===== src/hdl/tkrb_regs.vh =====
`ifndef TKRB_REGS_VH
`define TKRB_REGS_VH

// register word addresses
`define TKRB_ADDR_CONTROL      4'h0
`define TKRB_ADDR_PRE_COUNT    4'h1
`define TKRB_ADDR_PRE_RELOAD   4'h2
`define TKRB_ADDR_CNT_LOW      4'h3
`define TKRB_ADDR_CNT_HIGH     4'h4
`define TKRB_ADDR_REL_LOW      4'h5
`define TKRB_ADDR_REL_HIGH     4'h6
`define TKRB_ADDR_TK_SUBNODE   4'h7
`define TKRB_ADDR_SH_SUBNODE   4'h8
`define TKRB_ADDR_IRQ_STATUS   4'h9
`define TKRB_ADDR_IRQ_MASK     4'ha

// control bits
`define TKRB_CTL_RUN           0
`define TKRB_CTL_FIXED         1
`define TKRB_CTL_STEP_DOWN     2
`define TKRB_CTL_STEP_UP       3
`define TKRB_CTL_RESET         16'h0003

// timekeeper subnode bit pairs: enable even, request odd
`define TKRB_SN_PRE_EN         0
`define TKRB_SN_PRE_RQ         1
`define TKRB_SN_F0_EN          2
`define TKRB_SN_F0_RQ          3
`define TKRB_SN_F1_EN          4
`define TKRB_SN_F1_RQ          5
`define TKRB_SN_F2_EN          6
`define TKRB_SN_F2_RQ          7
`define TKRB_SN_F3_EN          8
`define TKRB_SN_F3_RQ          9

// shared subnode bits
`define TKRB_SH_COMB_RQ        0
`define TKRB_SH_COMB_EN        1
`define TKRB_SH_SEC_RQ         2
`define TKRB_SH_SEC_EN         3

// field limits
`define TKRB_PRE_TOP           16'hffff
`define TKRB_TOP10             10'h3ff
`define TKRB_TOP6              10'h03f
`define TKRB_ZERO16            16'h0000

`endif


===== src/hdl/tkrb_timekeeper.v =====
// The plain strobed port and the address map are this design's own decisions.
`timescale 1ns/10ps
// Function
// - run bit gates counting, control resets to 0003h
// - step-down bit decrements prescaler, self clears
// - step-up bit increments prescaler, self clears
// - 16-bit prescaler, overflow clocks counter, interrupts
// - 16-bit prescaler reload register, reset zero
// - low word: 10-bit fine, 6-bit coarse
// - high word holds 6-bit and 10-bit fields
// - low reload word mirrors low field layout
// - high reload word mirrors high field layout
// - subnode pairs enable and request per source
// - request shows raised; enable passes or blocks
// - shared subnode combined request and enable
// - second source bits are plain storage
// - request flags stay until software clears
// - prescaler reloads on overflow, both count up
// - overflows raise requests, enabled ones ORed
// - registers return to reset values only by hardware reset
`include "tkrb_regs.vh"

module tkrb_timekeeper (
	// clock and reset
	input  wire        clk,
	input  wire        reset,
	// count tick pin, asynchronous
	input  wire        count_tick,
	// register port
	input  wire [3:0]  addr,
	input  wire [15:0] wdata,
	input  wire        wr,
	input  wire        rd,
	output reg  [15:0] rdata,
	// interrupts
	output wire        irq,
	output wire        node_request
);

	function [10:0] tkrb_fld_step;
		input [9:0] v;
		input [9:0] rel;
		input [9:0] top;
		input       adv;
		begin
			if (!adv) begin
				tkrb_fld_step = {1'b0, v};
			end else if (v == top) begin
				tkrb_fld_step = {1'b1, rel};
			end else begin
				tkrb_fld_step = {1'b0, v + 10'h001};
			end
		end
	endfunction

	reg        tick_s1_q;
	reg        tick_s2_q;
	reg        tick_s3_q;
	reg        run_q;
	reg        up_q;
	reg        down_q;
	reg [15:0] pre_q;
	reg [15:0] pre_rel_q;
	reg [9:0]  f0_q;
	reg [5:0]  f1_q;
	reg [5:0]  f2_q;
	reg [9:0]  f3_q;
	reg [9:0]  r0_q;
	reg [5:0]  r1_q;
	reg [5:0]  r2_q;
	reg [9:0]  r3_q;
	reg [9:0]  sn_q;
	reg [3:0]  sh_q;
	reg [4:0]  st_q;
	reg [4:0]  mask_q;

	reg [15:0] pre_d;
	reg [15:0] rd_d;
	reg        up_d;
	reg        down_d;
	reg [9:0]  sn_d;
	reg [3:0]  sh_d;
	reg [4:0]  st_d;

	wire       w_ctl = wr && (addr == `TKRB_ADDR_CONTROL);
	wire       w_pre = wr && (addr == `TKRB_ADDR_PRE_COUNT);
	wire       w_prl = wr && (addr == `TKRB_ADDR_PRE_RELOAD);
	wire       w_cl  = wr && (addr == `TKRB_ADDR_CNT_LOW);
	wire       w_ch  = wr && (addr == `TKRB_ADDR_CNT_HIGH);
	wire       w_rl  = wr && (addr == `TKRB_ADDR_REL_LOW);
	wire       w_rh  = wr && (addr == `TKRB_ADDR_REL_HIGH);
	wire       w_sn  = wr && (addr == `TKRB_ADDR_TK_SUBNODE);
	wire       w_sh  = wr && (addr == `TKRB_ADDR_SH_SUBNODE);
	wire       w_msk = wr && (addr == `TKRB_ADDR_IRQ_MASK);
	wire       r_st  = rd && (addr == `TKRB_ADDR_IRQ_STATUS);

	// rising tick edge, read only past the first stage
	wire       tick    = tick_s2_q & ~tick_s3_q;
	wire       tick_go = tick & run_q;
	// a tick takes precedence, pending steps wait one more cycle
	wire       up_go   = up_q & ~tick_go;
	wire       down_go = down_q & ~tick_go & ~up_q;
	wire       adv     = tick_go | up_go;
	wire       pre_ovf = adv && (pre_q == `TKRB_PRE_TOP);

	wire [10:0] n0 = tkrb_fld_step(f0_q, r0_q, `TKRB_TOP10,
		pre_ovf);
	wire [10:0] n1 = tkrb_fld_step({4'h0, f1_q}, {4'h0, r1_q},
		`TKRB_TOP6, n0[10]);
	wire [10:0] n2 = tkrb_fld_step({4'h0, f2_q}, {4'h0, r2_q},
		`TKRB_TOP6, n1[10]);
	wire [10:0] n3 = tkrb_fld_step(f3_q, r3_q, `TKRB_TOP10,
		n2[10]);

	wire [4:0] ev = {n3[10], n2[10], n1[10], n0[10], pre_ovf};

	wire [4:0] sn_req = {sn_q[`TKRB_SN_F3_RQ], sn_q[`TKRB_SN_F2_RQ],
		sn_q[`TKRB_SN_F1_RQ], sn_q[`TKRB_SN_F0_RQ],
		sn_q[`TKRB_SN_PRE_RQ]};
	wire [4:0] sn_en = {sn_q[`TKRB_SN_F3_EN], sn_q[`TKRB_SN_F2_EN],
		sn_q[`TKRB_SN_F1_EN], sn_q[`TKRB_SN_F0_EN],
		sn_q[`TKRB_SN_PRE_EN]};
	wire       combined = |(sn_req & sn_en);

	assign node_request = sh_q[`TKRB_SH_COMB_RQ] &
		sh_q[`TKRB_SH_COMB_EN];
	assign irq = |(st_q & mask_q);

	always @* begin
		// software write beats a count in the same cycle
		if (w_pre) begin
			pre_d = wdata;
		end else if (pre_ovf) begin
			pre_d = pre_rel_q;
		end else if (adv) begin
			pre_d = pre_q + 16'h0001;
		end else if (down_go) begin
			pre_d = pre_q - 16'h0001;
		end else begin
			pre_d = pre_q;
		end
		up_d   = (up_q & ~up_go) |
			(w_ctl & wdata[`TKRB_CTL_STEP_UP]);
		down_d = (down_q & ~down_go) |
			(w_ctl & wdata[`TKRB_CTL_STEP_DOWN]);
		// set wins over a clearing write
		sn_d = w_sn ? wdata[9:0] : sn_q;
		sn_d[`TKRB_SN_PRE_RQ] = sn_d[`TKRB_SN_PRE_RQ] | ev[0];
		sn_d[`TKRB_SN_F0_RQ]  = sn_d[`TKRB_SN_F0_RQ] | ev[1];
		sn_d[`TKRB_SN_F1_RQ]  = sn_d[`TKRB_SN_F1_RQ] | ev[2];
		sn_d[`TKRB_SN_F2_RQ]  = sn_d[`TKRB_SN_F2_RQ] | ev[3];
		sn_d[`TKRB_SN_F3_RQ]  = sn_d[`TKRB_SN_F3_RQ] | ev[4];
		// second source has nothing wired in, storage only
		sh_d = w_sh ? wdata[3:0] : sh_q;
		sh_d[`TKRB_SH_COMB_RQ] = sh_d[`TKRB_SH_COMB_RQ] |
			combined;
		st_d = (r_st ? 5'h00 : st_q) | ev;
		rd_d = `TKRB_ZERO16;
		if (addr == `TKRB_ADDR_CONTROL) begin
			rd_d = {12'h000, up_q, down_q, 1'b1, run_q};
		end else if (addr == `TKRB_ADDR_PRE_COUNT) begin
			rd_d = pre_q;
		end else if (addr == `TKRB_ADDR_PRE_RELOAD) begin
			rd_d = pre_rel_q;
		end else if (addr == `TKRB_ADDR_CNT_LOW) begin
			rd_d = {f1_q, f0_q};
		end else if (addr == `TKRB_ADDR_CNT_HIGH) begin
			rd_d = {f3_q, f2_q};
		end else if (addr == `TKRB_ADDR_REL_LOW) begin
			rd_d = {r1_q, r0_q};
		end else if (addr == `TKRB_ADDR_REL_HIGH) begin
			rd_d = {r3_q, r2_q};
		end else if (addr == `TKRB_ADDR_TK_SUBNODE) begin
			rd_d = {6'h00, sn_q};
		end else if (addr == `TKRB_ADDR_SH_SUBNODE) begin
			rd_d = {12'h000, sh_q};
		end else if (addr == `TKRB_ADDR_IRQ_STATUS) begin
			rd_d = {11'h000, st_q};
		end else if (addr == `TKRB_ADDR_IRQ_MASK) begin
			rd_d = {11'h000, mask_q};
		end
		if (!rd) begin
			rd_d = `TKRB_ZERO16;
		end
	end

	// only hardware reset loads the reset values
	always @(posedge clk) begin
		if (reset) begin
			tick_s1_q <= 1'b0;
			tick_s2_q <= 1'b0;
			tick_s3_q <= 1'b0;
			run_q     <= 1'b1;
			up_q      <= 1'b0;
			down_q    <= 1'b0;
			pre_q     <= `TKRB_ZERO16;
			pre_rel_q <= `TKRB_ZERO16;
			f0_q      <= 10'h000;
			f1_q      <= 6'h00;
			f2_q      <= 6'h00;
			f3_q      <= 10'h000;
			r0_q      <= 10'h000;
			r1_q      <= 6'h00;
			r2_q      <= 6'h00;
			r3_q      <= 10'h000;
			sn_q      <= 10'h000;
			sh_q      <= 4'h0;
			st_q      <= 5'h00;
			mask_q    <= 5'h00;
			rdata     <= `TKRB_ZERO16;
		end else begin
			tick_s1_q <= count_tick;
			tick_s2_q <= tick_s1_q;
			tick_s3_q <= tick_s2_q;
			if (w_ctl) begin
				run_q <= wdata[`TKRB_CTL_RUN];
			end
			up_q   <= up_d;
			down_q <= down_d;
			pre_q  <= pre_d;
			if (w_prl) begin
				pre_rel_q <= wdata;
			end
			f0_q <= w_cl ? wdata[9:0] : n0[9:0];
			f1_q <= w_cl ? wdata[15:10] : n1[5:0];
			f2_q <= w_ch ? wdata[5:0] : n2[5:0];
			f3_q <= w_ch ? wdata[15:6] : n3[9:0];
			if (w_rl) begin
				r0_q <= wdata[9:0];
				r1_q <= wdata[15:10];
			end
			if (w_rh) begin
				r2_q <= wdata[5:0];
				r3_q <= wdata[15:6];
			end
			sn_q <= sn_d;
			sh_q <= sh_d;
			st_q <= st_d;
			if (w_msk) begin
				mask_q <= wdata[4:0];
			end
			rdata <= rd_d;
		end
	end

endmodule


===== config.mk =====
export PLATFORM = sky130hd
export DESIGN_NAME = tkrb_timekeeper
export DESIGN_NICKNAME = d
export VERILOG_FILES = /design/src/hdl/tkrb_timekeeper.v
export VERILOG_INCLUDE_DIRS = /design/src /design/src/hdl
export SDC_FILE = /design/constraint.sdc
export NUM_CORES = 1
export LEC_CHECK = 0
export ABC_AREA = 1
export ABC_CLOCK_PERIOD_IN_PS = 2600
export BUFFER_PORTS_ARGS = -buffer_cell sky130_fd_sc_hd__buf_2
export CORE_AREA = 3 3 127 129
export CTS_CLUSTER_DIAMETER = 80
export DETAILED_ROUTE_END_ITERATION = 10
export DIE_AREA = 0 0 130 132
export PLACE_DENSITY = 0.72
export SYNTH_ARGS = -nofsm -noshare
export SYNTH_HDL_FRONTEND = slang
export SYNTH_SLANG_ARGS = --single-unit
export TNS_END_PERCENT = 1

===== constraint.sdc =====
create_clock -name clk -period 2.6 [get_ports clk]
set_input_delay 0.26 -clock clk [delete_from_list [all_inputs] [get_ports clk]]
set_output_delay 0.26 -clock clk [all_outputs]
set_load 0.005 [all_outputs]

# Word level (Yosys, flattened, before mapping)

Cells that the tools add are included.

Flip-flop bits (word level): 142
Bits of input ports: 25
Output and inout bits: 18
Word-level logic and storage cells: 125

$add $sub $neg: 6
Eq/ne operators: 15
Mux-type cells: 30
Bitwise gates (word level): 28
Reduce and logical (&&, ||, !) cells: 22

Operators by type and width:

| cell                                                                  | number |
|---|---|
| 16-bit two-way mux                                                    | 10 |
| 11-bit two-way mux                                                    | 8 |
| 10-bit two-way mux                                                    | 4 |
| 10-bit by 1-bit adder with 10-bit output (second input constant)      | 2 |
| 10-bit == test (second input constant)                                | 2 |
| 5-bit two-way mux                                                     | 4 |
| 16-bit by 1-bit adder with 16-bit output (second input constant)      | 1 |
| 16-bit == test (second input constant)                                | 1 |
| 4-bit by 3-bit == test with 1-bit output (second input constant)      | 4 |
| 16-bit by 1-bit subtractor with 16-bit output (second input constant) | 1 |
| 6-bit by 1-bit adder with 7-bit output (second input constant)        | 2 |
| 4-bit == test (second input constant)                                 | 3 |
| 6-bit == test (second input constant)                                 | 2 |
| 1-bit logical AND                                                     | 12 |
| 6-bit two-way mux                                                     | 2 |
| 1-bit bitwise AND                                                     | 10 |
| 5-bit bitwise AND                                                     | 2 |
| 5-bit OR reduction                                                    | 2 |
| 1-bit bitwise OR                                                      | 9 |
| 4-bit by 2-bit == test with 1-bit output (second input constant)      | 2 |
| 2-bit nonzero test                                                    | 4 |
| 1-bit inverter                                                        | 6 |
| 5-bit bitwise OR                                                      | 1 |
| 4-bit by 1-bit == test with 1-bit output (second input constant)      | 1 |
| other kinds (6)                                                       | 6 |

# Longest topological paths before layout

Word-level depth: 12
Gate-level depth with buffers: 17
Depth with buffers taken out: 15

# Worst setup path after synthesis

OpenSTA, ideal clock, no wires.

Path type: reg-to-reg
Start point: register run_q
End point: register pre_q[8]
Setup time: 0.132 ns
Arrival: 1.910 ns
Data required time: 2.468 ns
Slack: 0.558 ns
Cell stages (with the launch flop): 17
Path buffers: 2
Clock period less this slack: 2.042 ns
Path through: dfxtp_1 -> nand3_4 -> nand2_4 -> buf_6 -> buf_6 -> xor2_1 -> inv_1 -> ha_1 -> a31o_2 -> nand3_1 -> nand2_1 -> nand2_1 -> nand2_1 -> nand2_1 -> nand3_1 -> nand2_1 -> a21oi_1

Longest elaborated chain between the ends: 7
Elaborated cells between the ends (all ways): 11
Those cells by class: 3 x mux; 6 x bitwise; 2 x reduce/logical

RTL lines:

| what                                                           | line                                         | RTL |
|---|---|---|
| start, declared                                                | tkrb_timekeeper.v:59                         | `reg run_q;` |
| start signal, assigned                                         | tkrb_timekeeper.v:216                        | `` run_q <= wdata[`TKRB_CTL_RUN]; `` |
| 1-bit bitwise AND *                                            | tkrb_timekeeper.v:99                         | `wire tick_go = tick & run_q;` |
| 1-bit inverter                                                 | tkrb_timekeeper.v:101, tkrb_timekeeper.v:102 |  |
| 1-bit bitwise AND                                              | tkrb_timekeeper.v:101                        | `wire up_go = up_q & ~tick_go;` |
| 1-bit bitwise OR                                               | tkrb_timekeeper.v:103                        | `wire adv = tick_go \| up_go;` |
| 16-bit two-way mux / 1-bit logical AND (equally long branches) | tkrb_timekeeper.v:135, tkrb_timekeeper.v:104 |  |
| 16-bit two-way mux                                             | tkrb_timekeeper.v:133                        | `end else if (pre_ovf) begin` |
| 16-bit two-way mux                                             | tkrb_timekeeper.v:131                        | `if (w_pre) begin` |
| end signal, assigned                                           | tkrb_timekeeper.v:196                        | `` pre_q <= `TKRB_ZERO16; `` |
| end signal, assigned                                           | tkrb_timekeeper.v:220                        | `pre_q <= pre_d;` |
| end, declared                                                  | tkrb_timekeeper.v:62                         | `reg [15:0] pre_q;` |

Every way passes the cells marked *; elsewhere a longest branch is shown, timed or not.
A chain may end at the register's enable or synchronous reset.

# Worst setup path in the final report

Start point: register f0_q[1]
End point: register f1_q[2]

Longest elaborated chain between the ends: 4

RTL lines:

| what                         | line                  | RTL |
|---|---|---|
| start, declared              | tkrb_timekeeper.v:64  | `reg [9:0] f0_q;` |
| start signal, assigned       | tkrb_timekeeper.v:224 | `f0_q <= w_cl ? wdata[9:0] : n0[9:0];` |
| 10-bit == test               | tkrb_timekeeper.v:48  | `end else if (v == top) begin` |
| 11-bit two-way mux           | tkrb_timekeeper.v:48  |  |
| 11-bit two-way mux           | tkrb_timekeeper.v:46  | `if (!adv) begin` |
| 2-bit nonzero test (no line) | n/a                   |  |
| end signal, assigned         | tkrb_timekeeper.v:225 | `f1_q <= w_cl ? wdata[15:10] : n1[5:0];` |
| end, declared                | tkrb_timekeeper.v:65  | `reg [5:0] f1_q;` |

Every way passes these cells. The select of a mux whose other input is x is not followed.

==> flow_summary.yaml <==
yosys:
  async_reset_ff_share_pct: 0
  synth_area_um2: 8320
  ys.flop_type: "dfxtp_1"
  synthDistinctLibCells: 49
  synth-edff-count: 0
  synthCells: 1257
  yosys_warnings: 0
  synth_nets: 1287
  avgSynthCellArea_um2: 6.62
  synth.yosys.seq_area_share_pct: 34.2
  ys_ff_latch: 142
routing:
  finalWirelength_mm: 25.5
  first_iter_violations: 1013
  drtPass1Iterations: 5
  wl_per_cell_um: 17.2
  drc_errors: 0
  antenna_left: 0
  via_per_inst: 5.83
  vias: 8655
global_route:
  grt_usage_pct: 30.0
  grt_first_pass_wirelength_mm: 41.0
  grt_pass1_vias: 7964
  grt_max_degree: 67
  grt_remaining_overflow: 0
  antenna_found_initial: 0
critical_path:
  worst_setup_path_end_kind: "register"
  path_cells: "ha_1 > nand2_2 > nor3_2 > nand2_2 > nor2_4 > nand2_1 > nand2_1 > inv_1 > nand2_1 > nand3_1 > nand2_1 > inv_1"
  worstPathRequired_ns: 2.92
  cp_slowest_cell: "dfxtp_1"
  crit_top_cell: "nand2_1"
  crit_type: "register to register"
  worstPathArrival_ns: 2.62
  max_stage_delay_ns: 0.38
  crit_path_max_fanout: 11
  crit_path_start_kind: "register"
hold_path:
  holdCritPathClass: "primary input to register"
layout:
  nNetsFinal: 1315
  antenna_cells: 0
  drive_gt1_share_pct: 10.8
  final_common_cell: "nand2_1"
  layout_common_cells: "287 x nand2_1, 176 x inv_1, 142 x dfxtp_1"
  fin_cells: 1485
  areaGrowthSynthToFinish_pct: 10.9
sta:
  holdWs_ns: 0.0421
  tns_ns: 0
  rsz0062_at_grt: "false"
  setup_slack_ns: 0.298
  maxSlewViolCount: 0
  hold_viol: 0
  fmax_mhz: 434
  setup_viol: 0
  relSlewSlack_pct: 45.6
  worst_pin_slew_ns: 0.815
  period_minus_slack_ns: 2.30
  post-route-period-util_pct: 88.5
  skew_ns: 0.00579
floorplan:
  core_um2: 15100
  fp.dieH_um: 132
  num_io_pins: 43
  start_util_pct: 54.9
  num_rows: 45
  die_area_um2: 17200
  die_w_um: 130
clock_tree:
  postCtsSetupRepairBufs: 0
  clock_latency_ns: 0.42
  ctsLongestPathBuffers: 2
  cts_tree: "built"
  cts_buffers: 17
  hold_buffers: 0
  clock-root-buffer: "clkbuf_16"
  cts.sinks: 142
  path_clk_slew_ns: 0.06
  h-tree-depth: 4
  cts_resized: 0
run:
  cap_violations: 0
place:
  portBuffers: 42
  dp_hpwl_mm: 18.7
  place_congestion: 0.965
  dp_cells: 1454
  pre_cts_ws_ns: 0.357
power:
  power_density_nw_per_um2: 614
  ir_worst_vdd_mv: 0.444
  power_leakage_uw: 0.00381
status:
  status: "complete, no violations"
[report_power, final]
part	internal [µW]	total, µW	switching (µW)	leakage (µW)
logic	270	838	568	0.00238
registers	2230	2290	54.1	0.00115
clock network	1600	2540	944	0.000286
total	4100	5670	1570	0.00381
[area by class of cell]
class	instances	area [µm²]
well taps	188	235
fillers	1458	5910
clock inverters	11	166
repair buffers	58	343
clock buffers	20	437
multi-input cells	877	4490
flip-flops and latches	142	2840
inverters	189	719
[through the flow]
step / util [%] / instance area (µm²) / power [µW]
6_report: 61.0 / 9230 / 5670
5_1_grt: 61.0 / 9230 / 5890
4_1_cts: 61.0 / 9230 / 5670
3_5_place_dp: 57.0 / 8630 / 3150
3_3_place_gp: 57.0 / 8630 / 3140
2_1_floorplan: - / 8320 / 2920
[logic make-up after synthesis]
logic type	Yosys count	share of synthesized area [%]
AO/OA/AOI/OAI	334	23.1
XOR/XNOR	18	1.89
adder cells (fa/ha/maj)	5	0.752
buffers and inverters	238	11.9
flip-flops	142	34.2
AND/OR/NAND/NOR	520	28.2
[critical path: cells and delay by family, from the launching register on]
family / cells / cell delay (ns)
buffers and inverters: 2 / 0.16
flip-flops: 1 / 0.38
adder cells (fa/ha/maj): 1 / 0.24
AND/OR/NAND/NOR: 9 / 1.41
[path summary, 6_finish.rpt]
path | end | slack (ns) | startpoint | depth (start not counted)
worst max-delay path | f1_q[2] | 0.30 | f0_q[1] | 12
worst min-delay path | tick_s1_q | 0.04 | count_tick | 3
worst max register to register | f1_q[2] | 0.30 | f0_q[1] | 12
worst min register to register | tick_s2_q | 0.41 | tick_s1_q | 2
[flip-flops by register name (all words and copies together), names as in the netlist, 6 cells and up]
register / flops
f0_q: 10
f1_q: 6
f2_q: 6
f3_q: 10
pre_q: 16
pre_rel_q: 16
r0_q: 10
r1_q: 6
r2_q: 6
r3_q: 10
rdata: 16
sn_q: 10
[cells in the mapped netlist (11+ instances only)]
master,number,share of area [%]
dfxtp_1,142,34
xor2_1,17,1.8
a31oi_1,13,0.98
nand3_1,92,5.5
nor3_1,11,0.66
inv_1,176,7.9
o22ai_1,18,1.4
nand2_1,287,13
o211ai_1,15,1.4
clkbuf_1,31,1.4
o21ai_0,115,6.9
a41oi_1,11,1.2
a21oi_1,130,7.8
nor2_2,12,0.90
nor2_1,78,3.5
nand4_1,15,1.1
[layer usage]
metal  wire (µm)  track usage [%]  up-vias
li1            -                -     4238
met1       10900             41.2     3949
met2       11600             46.5      410
met3        2360             6.32       58
met4         674             10.6        0
met5           0                0        -
Power figures use the tool's default switching activity.
